### src/status_pkg.sv
package status_pkg;

  localparam int unsigned DATA_W = 32;
  localparam int unsigned ADDR_W = 8;

  // Register byte offsets
  localparam logic [7:0] OFF_STATE_FLAGS = 8'h00;
  localparam logic [7:0] OFF_NET_STATE = 8'h04;
  localparam logic [7:0] OFF_ERR_CODE = 8'h08;
  localparam logic [7:0] OFF_ERR_COUNT = 8'h0C;
  localparam logic [7:0] OFF_ERR_LOG = 8'h10;
  localparam logic [7:0] OFF_HOST_SUP = 8'h14;
  localparam logic [7:0] OFF_VERSION = 8'h18;
  localparam logic [7:0] OFF_TIMEOUT = 8'h1C;
  localparam logic [7:0] OFF_ACTIVE = 8'h20;
  localparam logic [7:0] OFF_CONFIGURED = 8'h24;
  localparam logic [7:0] OFF_FAULTED = 8'h28;
  localparam logic [7:0] OFF_PEER_STATE = 8'h2C;
  localparam logic [7:0] OFF_PEER_LOG = 8'h30;
  localparam logic [7:0] OFF_STACK_CTRL = 8'h40;

  // Flag bit positions
  localparam int unsigned BIT_STARTED = 0;
  localparam int unsigned BIT_CONFIGURED = 1;
  localparam int unsigned BIT_PERMISSION = 2;
  localparam int unsigned BIT_PROTECT = 3;
  localparam int unsigned BIT_PENDING = 4;
  localparam int unsigned BIT_RESTART = 5;
  localparam int unsigned BIT_PERMIT = 6;
  localparam int unsigned FLAG_W = 7;

  // Stack control register bit positions
  localparam int unsigned CTL_REINIT = 0;
  localparam int unsigned CTL_RESTART = 1;

  localparam logic [15:0] STRUCT_VERSION = 16'h0001;
  localparam logic [31:0] RESET_ZERO = 32'h0000_0000;

  typedef enum logic [2:0] {
    NET_UNKNOWN = 3'h0,
    NET_OFFLINE = 3'h1,
    NET_STOP = 3'h2,
    NET_IDLE = 3'h3,
    NET_OPERATE = 3'h4
  } net_state_t;

  typedef enum logic [1:0] {
    PEER_UNDEFINED = 2'h0,
    PEER_OK = 2'h1,
    PEER_FAILED = 2'h2
  } peer_state_t;

  // Status from the protocol stack, sampled each clock
  typedef struct packed {
    logic started;
    logic configured;
    logic permission;
    logic protect;
    logic pending;
    logic restart_req;
    logic permit;
    net_state_t net_state;
    logic [31:0] error_code;
    logic error_event;
    logic acyclic_only;
    logic valid_config;
    logic [31:0] active_slaves;
    logic [31:0] configured_slaves;
    logic [31:0] faulted_slaves;
    logic [15:0] timeout_ms;
  } stack_status_t;

endpackage

### src/remote_network_status_block.sv
// Local design decisions: the placing of the registers and the APB register port.
`timescale 1ns/10ps

module remote_network_status_block #(
  parameter bit MASTER_VARIANT = 1'b1
) (
  input wire logic pclk,
  input wire logic presetn,
  input wire logic psel,
  input wire logic penable,
  input wire logic pwrite,
  input wire logic [status_pkg::ADDR_W-1:0] paddr,
  input wire logic [status_pkg::DATA_W-1:0] pwdata,
  input wire logic [3:0] pstrb,
  output logic [status_pkg::DATA_W-1:0] prdata,
  output logic pready,
  output logic pslverr,
  input wire status_pkg::stack_status_t stack_status,
  output logic reinit_pulse,
  output logic restart_pulse,
  output logic network_enable
);
  import status_pkg::*;

  logic [FLAG_W-1:0] flags;
  net_state_t net_state;
  logic [31:0] error_code;
  logic [31:0] error_counter;
  logic [15:0] timeout_ms;
  logic [31:0] active_count;
  logic [31:0] configured_count;
  logic [31:0] faulted_count;
  peer_state_t peer_state;
  logic [31:0] next_rdata;
  logic next_slverr;
  logic access;
  logic wr_ctrl;

  function automatic logic master_only(input logic [7:0] a);
    master_only = (a == OFF_ACTIVE) || (a == OFF_CONFIGURED) || (a == OFF_FAULTED) ||
                  (a == OFF_PEER_STATE) || (a == OFF_PEER_LOG);
  endfunction

  assign access = psel && penable;
  assign wr_ctrl = access && pwrite && (paddr == OFF_STACK_CTRL) && pstrb[0];

  // Status flags mirrored from the stack, except started, which is set by started or configured
  always_ff @(posedge pclk or negedge presetn) begin
    if (!presetn) begin
      flags <= '0;
    end else begin
      flags[BIT_STARTED] <= stack_status.started || stack_status.configured;
      flags[BIT_CONFIGURED] <= stack_status.configured;
      flags[BIT_PERMISSION] <= stack_status.permission;
      flags[BIT_PROTECT] <= stack_status.protect;
      flags[BIT_PENDING] <= stack_status.pending;
      flags[BIT_RESTART] <= stack_status.restart_req;
      flags[BIT_PERMIT] <= stack_status.permit;
    end
  end

  always_ff @(posedge pclk or negedge presetn) begin
    if (!presetn) begin
      net_state <= NET_UNKNOWN;
      error_code <= RESET_ZERO;
      timeout_ms <= 16'h0000;
    end else begin
      net_state <= stack_status.net_state;
      error_code <= stack_status.error_code;
      timeout_ms <= stack_status.timeout_ms;
    end
  end

  // Counter clears on a permitted reinit, the event still counts that cycle
  always_ff @(posedge pclk or negedge presetn) begin
    if (!presetn) begin
      error_counter <= RESET_ZERO;
    end else if (wr_ctrl && pwdata[CTL_REINIT] && !flags[BIT_PROTECT]) begin
      error_counter <= stack_status.error_event ? 32'h0000_0001 : RESET_ZERO;
    end else if (stack_status.error_event) begin
      error_counter <= error_counter + 32'h0000_0001;
    end
  end

  // Master-only fields
  always_ff @(posedge pclk or negedge presetn) begin
    if (!presetn) begin
      active_count <= RESET_ZERO;
      configured_count <= RESET_ZERO;
      faulted_count <= RESET_ZERO;
      peer_state <= PEER_UNDEFINED;
    end else if (MASTER_VARIANT) begin
      active_count <= stack_status.active_slaves;
      configured_count <= stack_status.configured_slaves;
      faulted_count <= stack_status.faulted_slaves;
      if (stack_status.acyclic_only) begin
        peer_state <= stack_status.valid_config ? PEER_OK : PEER_UNDEFINED;
      end else if (!stack_status.valid_config) begin
        peer_state <= PEER_UNDEFINED;
      end else if ((stack_status.active_slaves < stack_status.configured_slaves) ||
                   (stack_status.faulted_slaves != RESET_ZERO)) begin
        peer_state <= PEER_FAILED;
      end else begin
        peer_state <= PEER_OK;
      end
    end
  end

  // Command pulses; refused commands leave no trace
  always_ff @(posedge pclk or negedge presetn) begin
    if (!presetn) begin
      reinit_pulse <= 1'b0;
      restart_pulse <= 1'b0;
      network_enable <= 1'b0;
    end else begin
      reinit_pulse <= wr_ctrl && pwdata[CTL_REINIT] && !flags[BIT_PROTECT];
      restart_pulse <= wr_ctrl && pwdata[CTL_RESTART] && flags[BIT_PERMIT] && flags[BIT_RESTART];
      network_enable <= flags[BIT_PERMISSION];
    end
  end

  // Read mux
  always_comb begin
    next_rdata = RESET_ZERO;
    next_slverr = 1'b0;
    unique case (paddr)
      OFF_STATE_FLAGS: next_rdata = {25'h0, flags};
      OFF_NET_STATE: next_rdata = {29'h0, net_state};
      OFF_ERR_CODE: next_rdata = error_code;
      OFF_ERR_COUNT: next_rdata = error_counter;
      OFF_ERR_LOG, OFF_HOST_SUP: next_rdata = RESET_ZERO;
      OFF_VERSION: next_rdata = {16'h0000, STRUCT_VERSION};
      OFF_TIMEOUT: next_rdata = {16'h0000, timeout_ms};
      OFF_ACTIVE: next_rdata = active_count;
      OFF_CONFIGURED: next_rdata = configured_count;
      OFF_FAULTED: next_rdata = faulted_count;
      OFF_PEER_STATE: next_rdata = {30'h0, peer_state};
      OFF_PEER_LOG: next_rdata = RESET_ZERO;
      OFF_STACK_CTRL: next_rdata = RESET_ZERO;
      default: next_slverr = 1'b1;
    endcase
    if (!MASTER_VARIANT && master_only(paddr)) begin
      next_rdata = RESET_ZERO;
      next_slverr = 1'b1;
    end
    if (pwrite && paddr != OFF_STACK_CTRL) begin
      next_slverr = 1'b1;
    end
  end

  // APB: no wait states, answer registered in the setup cycle
  always_ff @(posedge pclk or negedge presetn) begin
    if (!presetn) begin
      pready <= 1'b0;
      prdata <= RESET_ZERO;
      pslverr <= 1'b0;
    end else begin
      pready <= psel && !penable;
      if (psel && !penable) begin
        prdata <= pwrite ? RESET_ZERO : next_rdata;
        pslverr <= next_slverr;
      end else begin
        pslverr <= 1'b0;
      end
    end
  end

  chk_flags_upper_zero: assert property (
    @(posedge pclk) disable iff (!presetn)
    (pready && !pwrite && paddr == OFF_STATE_FLAGS) |-> prdata[31:FLAG_W] == '0)
    else $error("flag word upper bits nonzero");

  chk_started_follows: assert property (
    @(posedge pclk) disable iff (!presetn)
    stack_status.configured |=> flags[BIT_STARTED] && flags[BIT_CONFIGURED])
    else $error("configured without started");

  chk_started_set: assert property (
    @(posedge pclk) disable iff (!presetn)
    stack_status.started |=> flags[BIT_STARTED])
    else $error("started flag missing");

  chk_started_clear: assert property (
    @(posedge pclk) disable iff (!presetn)
    (!stack_status.started && !stack_status.configured) |=> !flags[BIT_STARTED])
    else $error("started flag set without stack start");

  chk_configured_clear: assert property (
    @(posedge pclk) disable iff (!presetn)
    !stack_status.configured |=> !flags[BIT_CONFIGURED])
    else $error("configured flag set without configuration");

  chk_permission_flag: assert property (
    @(posedge pclk) disable iff (!presetn)
    1'b1 |=> flags[BIT_PERMISSION] == $past(stack_status.permission))
    else $error("permission flag not following stack");

  chk_permission_out: assert property (
    @(posedge pclk) disable iff (!presetn)
    stack_status.permission ##1 1'b1 |=> network_enable)
    else $error("network enable not following permission");

  chk_protect_flag: assert property (
    @(posedge pclk) disable iff (!presetn)
    1'b1 |=> flags[BIT_PROTECT] == $past(stack_status.protect))
    else $error("protect flag not following stack");

  chk_reinit_refused: assert property (
    @(posedge pclk) disable iff (!presetn)
    flags[BIT_PROTECT] |=> !reinit_pulse)
    else $error("reinit while protected");

  chk_reinit_accept: assert property (
    @(posedge pclk) disable iff (!presetn)
    (wr_ctrl && pwdata[CTL_REINIT] && !flags[BIT_PROTECT]) |=> reinit_pulse)
    else $error("permitted reinit not issued");

  chk_pending_flag: assert property (
    @(posedge pclk) disable iff (!presetn)
    stack_status.pending |=> flags[BIT_PENDING])
    else $error("pending flag missing");

  chk_restart_flag: assert property (
    @(posedge pclk) disable iff (!presetn)
    stack_status.restart_req |=> flags[BIT_RESTART])
    else $error("restart flag missing");

  chk_permit_flag: assert property (
    @(posedge pclk) disable iff (!presetn)
    1'b1 |=> flags[BIT_PERMIT] == $past(stack_status.permit))
    else $error("restart permit flag not following stack");

  chk_restart_gate: assert property (
    @(posedge pclk) disable iff (!presetn)
    restart_pulse |-> $past(flags[BIT_PERMIT]))
    else $error("restart without permit");

  chk_restart_needs_req: assert property (
    @(posedge pclk) disable iff (!presetn)
    restart_pulse |-> $past(flags[BIT_RESTART]))
    else $error("restart without restart request");

  chk_restart_accept: assert property (
    @(posedge pclk) disable iff (!presetn)
    (wr_ctrl && pwdata[CTL_RESTART] && flags[BIT_PERMIT] && flags[BIT_RESTART]) |=> restart_pulse)
    else $error("permitted restart not issued");

  chk_net_state_copy: assert property (
    @(posedge pclk) disable iff (!presetn)
    1'b1 |=> net_state == $past(stack_status.net_state))
    else $error("network state not following stack");

  chk_net_state_read: assert property (
    @(posedge pclk) disable iff (!presetn)
    (psel && !penable && !pwrite && paddr == OFF_NET_STATE) |=> prdata == {29'h0, $past(net_state)})
    else $error("network state read wrong");

  chk_err_code: assert property (
    @(posedge pclk) disable iff (!presetn)
    stack_status.error_code == '0 |=> error_code == '0)
    else $error("error code not cleared");

  chk_err_code_copy: assert property (
    @(posedge pclk) disable iff (!presetn)
    1'b1 |=> error_code == $past(stack_status.error_code))
    else $error("error code not following stack");

  chk_err_count_inc: assert property (
    @(posedge pclk) disable iff (!presetn)
    (stack_status.error_event && !wr_ctrl && error_counter != 32'hFFFF_FFFF)
      |=> error_counter == $past(error_counter) + 32'h0000_0001)
    else $error("error counter did not advance");

  chk_err_count_hold: assert property (
    @(posedge pclk) disable iff (!presetn)
    (!stack_status.error_event && !wr_ctrl) |=> $stable(error_counter))
    else $error("error counter moved without an error");

  chk_err_count_clear: assert property (
    @(posedge pclk) disable iff (!presetn)
    (wr_ctrl && pwdata[CTL_REINIT] && !flags[BIT_PROTECT] && !stack_status.error_event) |=> error_counter == '0)
    else $error("error counter not cleared by reinit");

  chk_protect_keeps_count: assert property (
    @(posedge pclk) disable iff (!presetn)
    (wr_ctrl && pwdata[CTL_REINIT] && flags[BIT_PROTECT] && !stack_status.error_event) |=> $stable(error_counter))
    else $error("refused reinit changed error counter");

  chk_active_copy: assert property (
    @(posedge pclk) disable iff (!presetn)
    (MASTER_VARIANT == 1'b1) |=> active_count == $past(stack_status.active_slaves))
    else $error("active slave count not following stack");

  chk_configured_copy: assert property (
    @(posedge pclk) disable iff (!presetn)
    (MASTER_VARIANT == 1'b1) |=> configured_count == $past(stack_status.configured_slaves))
    else $error("configured slave count not following stack");

  chk_faulted_copy: assert property (
    @(posedge pclk) disable iff (!presetn)
    (MASTER_VARIANT == 1'b1) |=> faulted_count == $past(stack_status.faulted_slaves))
    else $error("faulted slave count not following stack");

  chk_peer_failed: assert property (
    @(posedge pclk) disable iff (!presetn)
    (MASTER_VARIANT && !stack_status.acyclic_only && stack_status.valid_config &&
     stack_status.faulted_slaves != '0) |=> peer_state == PEER_FAILED)
    else $error("peer state not failed");

  chk_peer_missing: assert property (
    @(posedge pclk) disable iff (!presetn)
    (MASTER_VARIANT && !stack_status.acyclic_only && stack_status.valid_config &&
     stack_status.active_slaves < stack_status.configured_slaves) |=> peer_state == PEER_FAILED)
    else $error("missing slave not reported as failed");

  chk_peer_ok: assert property (
    @(posedge pclk) disable iff (!presetn)
    (MASTER_VARIANT && !stack_status.acyclic_only && stack_status.valid_config &&
     stack_status.active_slaves >= stack_status.configured_slaves &&
     stack_status.faulted_slaves == '0) |=> peer_state == PEER_OK)
    else $error("healthy slaves not reported as ok");

  chk_peer_acyclic: assert property (
    @(posedge pclk) disable iff (!presetn)
    (MASTER_VARIANT && stack_status.acyclic_only && stack_status.valid_config) |=> peer_state == PEER_OK)
    else $error("acyclic peer state not ok");

  chk_version_read: assert property (
    @(posedge pclk) disable iff (!presetn)
    (psel && !penable && !pwrite && paddr == OFF_VERSION) |=> prdata == 32'h0000_0001)
    else $error("version not one");

  chk_timeout_read: assert property (
    @(posedge pclk) disable iff (!presetn)
    (psel && !penable && !pwrite && paddr == OFF_TIMEOUT) |=> prdata == {16'h0000, $past(timeout_ms)})
    else $error("timeout read wrong");

  chk_unsupported_zero: assert property (
    @(posedge pclk) disable iff (!presetn)
    (psel && !penable && (paddr == OFF_ERR_LOG || paddr == OFF_HOST_SUP)) |=> prdata == '0)
    else $error("unsupported field nonzero");

  chk_peer_log_zero: assert property (
    @(posedge pclk) disable iff (!presetn)
    (psel && !penable && paddr == OFF_PEER_LOG) |=> prdata == '0)
    else $error("peer error log field nonzero");

  chk_slave_fields_zero: assert property (
    @(posedge pclk) disable iff (!presetn)
    !MASTER_VARIANT |-> (active_count == '0 && configured_count == '0 && faulted_count == '0 && peer_state == PEER_UNDEFINED))
    else $error("master-only field live in slave variant");

  chk_slave_read_err: assert property (
    @(posedge pclk) disable iff (!presetn)
    (!MASTER_VARIANT && psel && !penable && master_only(paddr)) |=> (pslverr && prdata == '0))
    else $error("master-only field readable in slave variant");

  chk_ready_after_setup: assert property (
    @(posedge pclk) disable iff (!presetn)
    (psel && !penable) |=> pready)
    else $error("no ready after setup cycle");

endmodule

### config.mk
export PLATFORM = sky130hd
export DESIGN_NAME = remote_network_status_block
export DESIGN_NICKNAME = d
export VERILOG_FILES = /design/src/status_pkg.sv /design/src/remote_network_status_block.sv
export SDC_FILE = /design/constraint.sdc
export NUM_CORES = 1
export LEC_CHECK = 0
export ABC_AREA = 1
export BUFFER_PORTS_ARGS = -buffer_cell sky130_fd_sc_hd__clkbuf_2
export CORE_MARGIN = 3
export CORE_UTILIZATION = 32
export CTS_CLUSTER_SIZE = 16
export DETAILED_ROUTE_END_ITERATION = 10
export GPL_TIMING_DRIVEN = 0
export PLACE_DENSITY = 0.59
export SLEW_MARGIN = 40
export SYNTH_ARGS = -nofsm -noshare
export SYNTH_HDL_FRONTEND = slang
export SYNTH_SLANG_ARGS = --single-unit
### constraint.sdc
create_clock -name pclk -period 1.8 [get_ports pclk]
set_input_delay 0.18 -clock pclk [delete_from_list [all_inputs] [get_ports pclk]]
set_output_delay 0.18 -clock pclk [all_outputs]
set_load 0.01 [all_outputs]
-- Word-level counts from Yosys, hierarchy flattened
Index checks and enable logic that the tools add are counted.
- flip-flop bits (word level): 225
- output and inout bits: 37
- input port bits: 206
- word-level logic and storage cells: 62
- reduce and logical (&&, ||, !) cells: 19
- add/subtract/negate cells: 1
- mux-type cells: 12
- magnitude comparators: 1
- equality and inequality tests: 14
- operators by type and width (operator ; count):
    case mux 32 bit (10 select lines) ; 1
    2-to-1 mux 32 bit ; 3
    equality test 8 x 6 -> 1 bit, second input constant ; 5
    adder 32 x 1 -> 32 bit, second input constant ; 1
    equality test 8 x 5 -> 1 bit, second input constant ; 4
    less-than comparator 32 bit ; 1
    nonzero test 32 bit ; 1
    equality test 8 x 4 -> 1 bit, second input constant ; 2
    OR reduction 14 bit ; 1
    logical AND 1 bit ; 11
    equality test 8 x 3 -> 1 bit, second input constant ; 1
    equality test 8 x 7 -> 1 bit, second input constant ; 1
    zero test 8 bit ; 1
    inequality test 8 x 7 -> 1 bit, second input constant ; 1
    2-to-1 mux 2 bit ; 3
    2-to-1 mux 1 bit ; 5
    zero test 1 bit ; 2
    logical OR 1 bit ; 2
    nonzero test 2 bit ; 1

-- Logic depth before layout (Yosys ltp)
Gate-level depths: netlist (run 1).
- word-level depth: 7
- depth in mapped cells: 15
- mapped depth without buffers: 15

-- Worst setup path after synthesis (run 1)
No wires, ideal clock.
- path type: reg-to-reg
- start: register error_counter[0]
- end: register error_counter[22]
- period minus slack after synthesis: 1.566 ns
- required time: 1.668 ns
- setup slack: 0.234 ns
- path buffers: 0
- library setup time: 0.132 ns
- arrival time: 1.434 ns
- cell stages (with the launch flop): 11
- path through: dfrtp_1 > ha_1 > nand3_1 > nor2_1 > nand2_1 > inv_1 > nand4_1 > inv_1 > nand2_1 > o21ai_1 > a22oi_1
- longest elaborated chain between the ends: 3
- ends and longest elaborated chain (element ; line ; source):
    start, declared ; remote_network_status_block.sv:28 ; logic [31:0] error_counter;
    start signal, assigned ; remote_network_status_block.sv:79 ; error_counter <= stack_status.error_event ? 32'h0000_0001 : RESET_ZERO;
    start signal, assigned ; remote_network_status_block.sv:81 ; error_counter <= error_counter + 32'h0000_0001;
    adder 32 x 1 -> 32 bit ; remote_network_status_block.sv:81 ;
    2-to-1 mux 32 bit ; remote_network_status_block.sv:80 ; end else if (stack_status.error_event) begin
    2-to-1 mux 32 bit ; remote_network_status_block.sv:78 ; end else if (wr_ctrl && pwdata[CTL_REINIT] && !flags[BIT_PROTECT]) begin
Every way passes these cells. The select of a mux whose other input is x is not followed.
A chain may end at the register's enable or synchronous reset.

-- Worst setup path in the final report (run 1)
- start: register error_counter[1]
- end: register error_counter[22]
The elaborated chain is that of the path after synthesis.

==> results of run 1 <==
## state kept, by name, summed over array words and instances, names as in the netlist
name / cells
active_count: 32
configured_count: 32
error_code: 32
error_counter: 32
faulted_count: 32
prdata: 32
timeout_ms: 16
flags: 7
net_state: 3
peer_state: 2
network_enable: 1
pready: 1
pslverr: 1
reinit_pulse: 1
restart_pulse: 1
## power breakdown
part           switching, uW  internal (uW)  total, uW
clock                   2050           2790       4840
sequential               202           5350       5550
combinational            702            644       1350
total                   2950           8780      11700
## worst min-delay path: cells and delay by family
kind | cells | cell delay (ps)
AND/OR/NAND/NOR | 4 | 220
buffers and inverters | 1 | 90
## metrics by stage
step	setup TNS, ps	total power, uW	util (%)
finish	0	11700	46.7
global route	-67.6	12200	46.7
CTS	0	11700	46.4
detailed placement	-3780	6610	38.2
global placement	-884150	6560	37.8
floorplan	0	6030	-
## final timing paths
kind,from,endpoint,depth (start not counted)
max in group asynchronous,presetn,error_counter[2]$_DFFE_PN0P_,3
min in group asynchronous,presetn,configured_count[1]$_DFF_PN0_,2
worst max register to register,error_counter[1]$_DFFE_PN0P_,error_counter[22]$_DFFE_PN0P_,10
worst min-delay path,pwrite,restart_pulse$_DFF_PN0_,5
worst min register to register,flags[2]$_DFF_PN0_,network_enable$_DFF_PN0_,0
worst max-delay path,error_counter[1]$_DFFE_PN0P_,error_counter[22]$_DFFE_PN0P_,10
## what timing repair did
action,in CTS,in global routing
pin swaps,0,3
resized for setup,2,21
hold endpoints to repair,213,0
endpoints found under the setup margin,3,13
setup buffers,1,3
hold buffers,160,0
## area by class of cell
type / instances / area, um^2 / share of cell area (%)
Buffer: 31 / 164 / 1.22
Clock buffer: 28 / 624 / 4.64
Clock inverter: 14 / 145 / 1.08
Inverter: 105 / 394 / 2.93
Multi-Input combinational cell: 607 / 3250 / 24.1
Sequential cell: 225 / 5630 / 41.9
Tap cell: 384 / 480 / 3.57
Timing Repair Buffer: 375 / 2760 / 20.5
## synthesized netlist by cell type
| library cell | count | share of area [%] |
|---|---|---|
| sky130_fd_sc_hd__nand4_2 | 1 | 0.13 |
| sky130_fd_sc_hd__a22oi_1 | 1 | 0.080 |
| sky130_fd_sc_hd__o21ai_1 | 24 | 1.3 |
| sky130_fd_sc_hd__inv_1 | 97 | 3.9 |
| sky130_fd_sc_hd__nor2_2 | 5 | 0.33 |
| sky130_fd_sc_hd__nor3_1 | 14 | 0.75 |
| sky130_fd_sc_hd__a21oi_1 | 54 | 2.9 |
| sky130_fd_sc_hd__nor2_4 | 3 | 0.36 |
| sky130_fd_sc_hd__nor4_1 | 11 | 0.73 |
| sky130_fd_sc_hd__nand2_2 | 2 | 0.13 |
| sky130_fd_sc_hd__nor3_2 | 4 | 0.43 |
| sky130_fd_sc_hd__buf_1 | 2 | 0.080 |
| sky130_fd_sc_hd__buf_6 | 2 | 0.24 |
| sky130_fd_sc_hd__xor2_1 | 3 | 0.28 |
| sky130_fd_sc_hd__nor4_2 | 1 | 0.13 |
| sky130_fd_sc_hd__nor3b_1 | 1 | 0.080 |
| sky130_fd_sc_hd__o221ai_1 | 1 | 0.093 |
| sky130_fd_sc_hd__o21a_1 | 2 | 0.16 |
| sky130_fd_sc_hd__buf_2 | 14 | 0.75 |
| sky130_fd_sc_hd__buf_4 | 4 | 0.32 |
| sky130_fd_sc_hd__or2_2 | 1 | 0.067 |
| sky130_fd_sc_hd__nor2_1 | 43 | 1.7 |
| sky130_fd_sc_hd__inv_2 | 8 | 0.32 |
| sky130_fd_sc_hd__nand3_1 | 108 | 5.8 |
| sky130_fd_sc_hd__ha_1 | 32 | 4.3 |
| sky130_fd_sc_hd__a211oi_1 | 8 | 0.64 |
| sky130_fd_sc_hd__o31ai_1 | 2 | 0.16 |
| sky130_fd_sc_hd__nor3_4 | 1 | 0.17 |
| sky130_fd_sc_hd__dfrtp_1 | 225 | 60 |
| sky130_fd_sc_hd__a31oi_1 | 1 | 0.067 |
| sky130_fd_sc_hd__nand3_2 | 1 | 0.11 |
| sky130_fd_sc_hd__o211ai_1 | 1 | 0.080 |
| sky130_fd_sc_hd__o21ai_0 | 36 | 1.9 |
| sky130_fd_sc_hd__clkbuf_1 | 9 | 0.36 |
| sky130_fd_sc_hd__nand2_1 | 212 | 8.5 |
| sky130_fd_sc_hd__o2111ai_1 | 12 | 1.1 |
| sky130_fd_sc_hd__a2111oi_0 | 1 | 0.093 |
| sky130_fd_sc_hd__nand3b_1 | 1 | 0.080 |
| sky130_fd_sc_hd__nand4_1 | 20 | 1.3 |
## per-layer routing
metal  routed length, um  GRT usage, %  part of all wire [%]  vias to the layer above
met4                 839          5.50                   2.6                        0
met2               16000          35.1                    50                      235
met3                1570          2.87                   4.9                       57
met1               13400          26.3                    42                     4020
met5                   0             0                     0                        -
li1                    -             -                     -                     4040
## logic make-up (layout without fill, tap and decap cells)
| group | after synthesis | after routing | synth area share (%) |
|---|---|---|---|
| flip-flops | 225 | 225 | 60.1 |
| buffers and inverters | 136 | 553 | 5.95 |
| XOR/XNOR | 3 | 3 | 0.280 |
| AO/OA/AOI/OAI | 143 | 143 | 8.58 |
| AND/OR/NAND/NOR | 429 | 429 | 20.8 |
| adder cells (fa/ha/maj) | 32 | 32 | 4.27 |
==> impl.org, run 1 <==
** Route
- The routed design has 31900 um of wire.
- Dividing the detail-routed wire length by the instance count gives 18.0 um.
- Number of detailed-route iterations in the first pass :: 5
- In this run the remaining antenna-violating nets after routing total 0.
- After detailed routing, the number of vias per cell comes to 4.72.
- Vias :: 8352
- DRC violation count after routing :: 0
- Starting DRC count in detailed routing :: 541

** Worst setup path
- The critical path goes through ha_4 > nand3_4 > nor2_2 > nand2_2 > inv_2 > nand4_1 > inv_2 > buf_4 > nand3_1 > a22oi_1.
- Dominant cell type by count on the critical path :: sky130_fd_sc_hd__inv_2
- STA classifies the critical path startpoint as a flip-flop.
- Crit path max fanout :: 4
- Counting both buffers and inverters, the worst setup path holds a total of 3.
- At the worst endpoint, the required time is 2240 ps.
- Max incr delay on CP :: 420 ps
- Critical path capture point type :: flip-flop
- Setup slack on the worst flop-to-flop path :: 80 ps
- Cell type of the slowest stage on the worst timing path :: sky130_fd_sc_hd__dfrtp_1
- Cell family with most CP delay :: simple AND/OR/NAND/NOR gates
- At the worst endpoint, the arrival time is 2160 ps.
- Critical Setup Path Class :: reg -> reg

** Finish
- Once layout is complete, the cells apart from fillers number 1769.
- Area Overhead vs Synth :: 43.6%
- Counting the fill cells in the layout gives 2667.
- At the end of the flow, the number of nets in the layout was 1606.
- Cells with a size suffix above 1 make up 23.1% of the layout.
- N_diodes :: 0
- The finished cells cover 13500 um^2.
- Leaving out fill and tap cells, the most frequent cell in the layout is sky130_fd_sc_hd__dfrtp_1.
- Highest-count cells in the layout ignoring fill and taps :: sky130_fd_sc_hd__dfrtp_1 (222), sky130_fd_sc_hd__nand2_1 (208), sky130_fd_sc_hd__clkbuf_2 (207)

** Flow run
- Max-cap violations in this run came to 0.

** Clock network
- Clock-pin slew was measured on the worst setup and hold paths at 70 ps.
- TritonCTS clock tree :: done
- Worst-case clock buffer depth :: 3
- In this run, CTS created clock tree buffers numbering 23.
- Clock latency at the later pin of the worst-skew pair :: 520 ps
- The clock drives 225 sinks.
- In this run the number of H-tree levels came out at 1.
- Root buf cell :: sky130_fd_sc_hd__clkbuf_16

** Global route
- Total overflow reported by the global router :: 0
- GR Util All Layers :: 20.2%
- First-pass GRT wire length :: 48400 um
- Entering global routing, the biggest net connects 66 pins.
- The initial antenna violation count came to 0.
- The via count of the first global-routing pass was 8485.

** Timing
- On the final layout, the worst clock skew is 16.9 ps.
- Number of failing hold endpoints at the final stage :: 0
- Setup violations remaining at the end of the flow were counted as 0.
- Actual slew at the worst max-slew pin :: 711 ps
- Subtracting the final worst setup slack from the clock period gives 1720 ps.
- Of the available clock period, the critical path in the final layout requires 95.8%.
- Setup repair after global routing missed its margin :: yes
- Post-route setup slack :: 75.7 ps
- Final hold slack :: 28.6 ps
- Remaining max-slew budget at the tightest pin :: 52.6%
- The final-report max-slew violation count was 0.
- Timing would allow up to 580 MHz.

** Synthesis
- The synthesized netlist contains 39 unique library cells.
- Portion of the post-synthesis area used by sequential elements :: 60.1%
- Counting every net in the synthesized netlist gives 1206.
- The Yosys step of the flow raised 0 warnings.
- The mapped netlist covers 9370 um^2.
- The synthesized design contains 225 register bits.
- Cells after Synth :: 968
- Each instance of the synthesized netlist takes up on average 9.68 um^2.

** Die
- Starting density of the core :: 32.6%
- I/O pin total :: 243
- The die covers 31400 um^2.
- In this run the horizontal extent of the chip is 177 um.
- In this run the core area contains 62 standard-cell rows.
- Overall die height :: 177 um
- The floorplan step defined a core boundary enclosing 28800 um^2.

** Power and ir drop
- Worst supply voltage drop on vdd :: 0.571 mV
- Cell Pwr Density :: 872 nW/um^2
- Leakage power of the design :: 0.00657 uW

** Place
- Placed cell count :: 1563
- The count of buffers added on input and output ports is 208.
- Detailed Place HPWL :: 23700 um
- Setup Slack @ Placement :: -223 ps
- Routability cong. :: 0.913
- DP Area :: 11000 um^2

** Outcome
- The run finished with clean final reports.

** Hold path
- Worst Hold Class :: in -> reg
Power figures use the tool's default switching activity.
==> run 2: changes to the inputs <==
Clock period 1.8 ns to 1.9 ns, I/O delays scaled along.
==> impl.org, run 2 (same netlist as run 1, synthesis figures left out) <==
** Timing
- Number of pins exceeding their max-slew limit in the final report :: 0
- Largest clock skew in the final design :: 17.3 ps
- Share of the cycle needed by the critical path after routing :: 93.0%
- Upper clock frequency limit :: 566 MHz
- Setup violations remaining at the end of the flow were counted as 0.
- Min Tclk post-route :: 1770 ps
- At the pin with the least slew margin, the transition time is 715 ps.
- Number of failing hold endpoints at the final stage :: 0
- On the final layout, the worst hold slack is 37.5 ps.
- The worst pin sits at a relative slew slack of 52.3%.

** Power and ir drop
- Leakage power of the design :: 0.00656 uW
- Cell Pwr Density :: 827 nW/um^2
- Worst supply voltage drop on vdd :: 0.540 mV

** Place
- Once placement completed, the tool counted placed cells totaling 1563.
- DP Area :: 11000 um^2
- The count of buffers added on input and output ports is 208.
- Detailed Place HPWL :: 23700 um
- The congestion estimate from routability-driven global placement came to 0.913.

** Route
- For this run, design rule violations remaining after detail routing come to 0.
- Starting DRC count in detailed routing :: 517
- Using the TritonRoute via totals, the vias-per-cell ratio works out to 4.77.
- After detailed routing, the total wire length is 31900 um.
- Vias :: 8426
- Number of detailed-route iterations in the first pass :: 5
- In the final routed layout, each cell accounts on average for 18.1 um.
- Once detail routing completed, the nets flagged for antenna violations numbered 0.

** Finish
- Area Overhead vs Synth :: 43.1%
- Summing all multi-input logic gate instances after layout gives 3220 um^2.
- The final layout contains 1604 nets.
- In the layout the commonest cells are sky130_fd_sc_hd__dfrtp_1 (223), sky130_fd_sc_hd__nand2_1 (211), sky130_fd_sc_hd__clkbuf_2 (207).
- Fill cells in the final layout number 2674.
- The sequential cells in the finished layout cover a total of 5630 um^2.
- N_diodes :: 0
- Of the cells placed in the final design, the portion with a size suffix greater than 1 is 22.3%.
- For this run, the number of standard cells in the final layout without fillers is 1767.
- Most frequent standard cell in the layout excluding fill and tap cells :: sky130_fd_sc_hd__dfrtp_1
- After routing the design area is 13400 um^2.

** Worst setup path
- Buf+Inv Stages, Crit Path :: 2
- Max incr delay on CP :: 420 ps
- STA puts the critical path data arrival time at 2170 ps.
- Cell family with most CP delay :: simple AND/OR/NAND/NOR gates
- Startpoint kind of the worst setup timing path :: flip-flop
- Dominant cell type by count on the critical path :: sky130_fd_sc_hd__nand2_1
- The critical path is of the reg -> reg type.
- Critical path capture point type :: flip-flop
- Cell type of the slowest stage on the worst timing path :: sky130_fd_sc_hd__dfrtp_1
- Data on the critical path is required at its endpoint by 2300 ps.
- Crit path max fanout :: 4
- Cell breakdown of the critical path :: ha_4 > nand3_2 > nor2_2 > nand2_1 > inv_1 > nand4_1 > inv_2 > nand2_1 > o21ai_2 > a22oi_1

** Clock network
- The longest clock path from root to sink contains 3 buffers.
- TritonCTS built the clock tree.
- Htree depth :: 1
- Clock latency at the later pin of the worst-skew pair :: 520 ps
- Clock tree synthesis found a total of 225 sinks.
- TritonCTS buffer count :: 23
- Clock-pin slew of the registers on the worst-case setup and hold paths :: 70 ps
- Root buf cell :: sky130_fd_sc_hd__clkbuf_16

** Global route
- The via count of the first global-routing pass came to 8478.
- Pin count of the biggest net entering global routing :: 66
- Global routing finished with a remaining overflow of 0.
- The first global-routing pass estimated 48400 um of wire.
- The initial antenna violation count was 0.
- GR Util All Layers :: 20.1%

** Die
- In this run the count of I/O pins placed on the die edge is 243.
- The initial utilization of the core area, before any placement, comes to 32.6%.
- Chip width :: 177 um
- The die covers 31400 um^2.
- The region available for standard cell placement spans 28800 um^2.
- Num rows :: 62
- The floorplan step set the die height to 177 um.

** Hold path
- The min-delay analysis places its worst path in the category in -> reg.

** Outcome
- Status :: finished, final reports clean

** Flow run
- Number of max-cap violations :: 0
-- run 2: cell types whose count changed in the layout (fill, tap and decap cells not counted), moves of 2 or more --
cell / change
sky130_fd_sc_hd__buf_4: -2
sky130_fd_sc_hd__inv_1: +2
sky130_fd_sc_hd__nand2_1: +3
sky130_fd_sc_hd__inv_2: -2
sky130_fd_sc_hd__nor2_1: +2
sky130_fd_sc_hd__nand2_2: -3
-- run 2: routing by layer --
layer / global-route usage [%] / up-vias / wire length [um]
met3: 2.87 / 70 / 1600
li1: - / 4024 / -
met2: 35.1 / 291 / 15900
met4: 5.50 / 0 / 931
met5: 0 / - / 0
met1: 26.2 / 4041 / 13400
-- run 2: area by class of cell --
class                      count  share of cell area (%)
buffer                        31                    1.22
tap                          384                    3.58
clock inverter                14                    1.08
multi-input combinational    607                    24.0
sequential                   225                    42.0
inverter                     105                    2.94
timing repair buffer         373                    20.5
clock buffer                  28                    4.66
-- run 2: worst register-to-register path, stage by stage, from the launching register on --
cell	delay (ps)
sky130_fd_sc_hd__dfrtp_1	420
sky130_fd_sc_hd__ha_4	180
sky130_fd_sc_hd__nand3_2	110
sky130_fd_sc_hd__nor2_2	120
sky130_fd_sc_hd__nand2_1	70
sky130_fd_sc_hd__inv_1	100
sky130_fd_sc_hd__nand4_1	170
sky130_fd_sc_hd__inv_2	140
sky130_fd_sc_hd__nand2_1	110
sky130_fd_sc_hd__o21ai_2	160
sky130_fd_sc_hd__a22oi_1	80
-- run 2: worst paths after layout --
check | from | endpoint | slack (ps) | cells after the start
worst max register to register | error_counter[0]$_DFFE_PN0P_ | error_counter[22]$_DFFE_PN0P_ | 130 | 10
max in group asynchronous | presetn | error_counter[4]$_DFFE_PN0P_ | 970 | 3
worst min register to register | flags[2]$_DFF_PN0_ | network_enable$_DFF_PN0_ | 410 | 0
worst max-delay path | error_counter[0]$_DFFE_PN0P_ | error_counter[22]$_DFFE_PN0P_ | 130 | 10
min in group asynchronous | presetn | configured_count[1]$_DFF_PN0_ | 230 | 2
worst min-delay path | pwrite | restart_pulse$_DFF_PN0_ | 40 | 5
-- run 2: per-stage QoR --
stage	setup TNS [ps]	worst slack, ps	utilization [%]	power (uW)
finish	0	133	46.6	11100
global route	-18.3	-16.4	46.6	11600
CTS	0	22.9	46.4	11100
detailed placement	-793	-133	38.2	6260
global placement	-861520	-3850	37.8	6220
floorplan	0	334	-	5710
-- run 2: power breakdown --
group	leakage, uW	switching [uW]	internal, uW
registers	0.00270	187	5060
logic	0.00347	651	593
clock network	0.000381	1950	2650
total	0.00656	2780	8300
-- run 2: what timing repair did --
action / 4_1_cts / 5_1_grt
gates resized for setup: 0 / 11
setup buffers: 0 / 2
hold endpoints to repair: 213 / 0
endpoints found under the setup margin: 0 / 7
hold buffers: 160 / 0
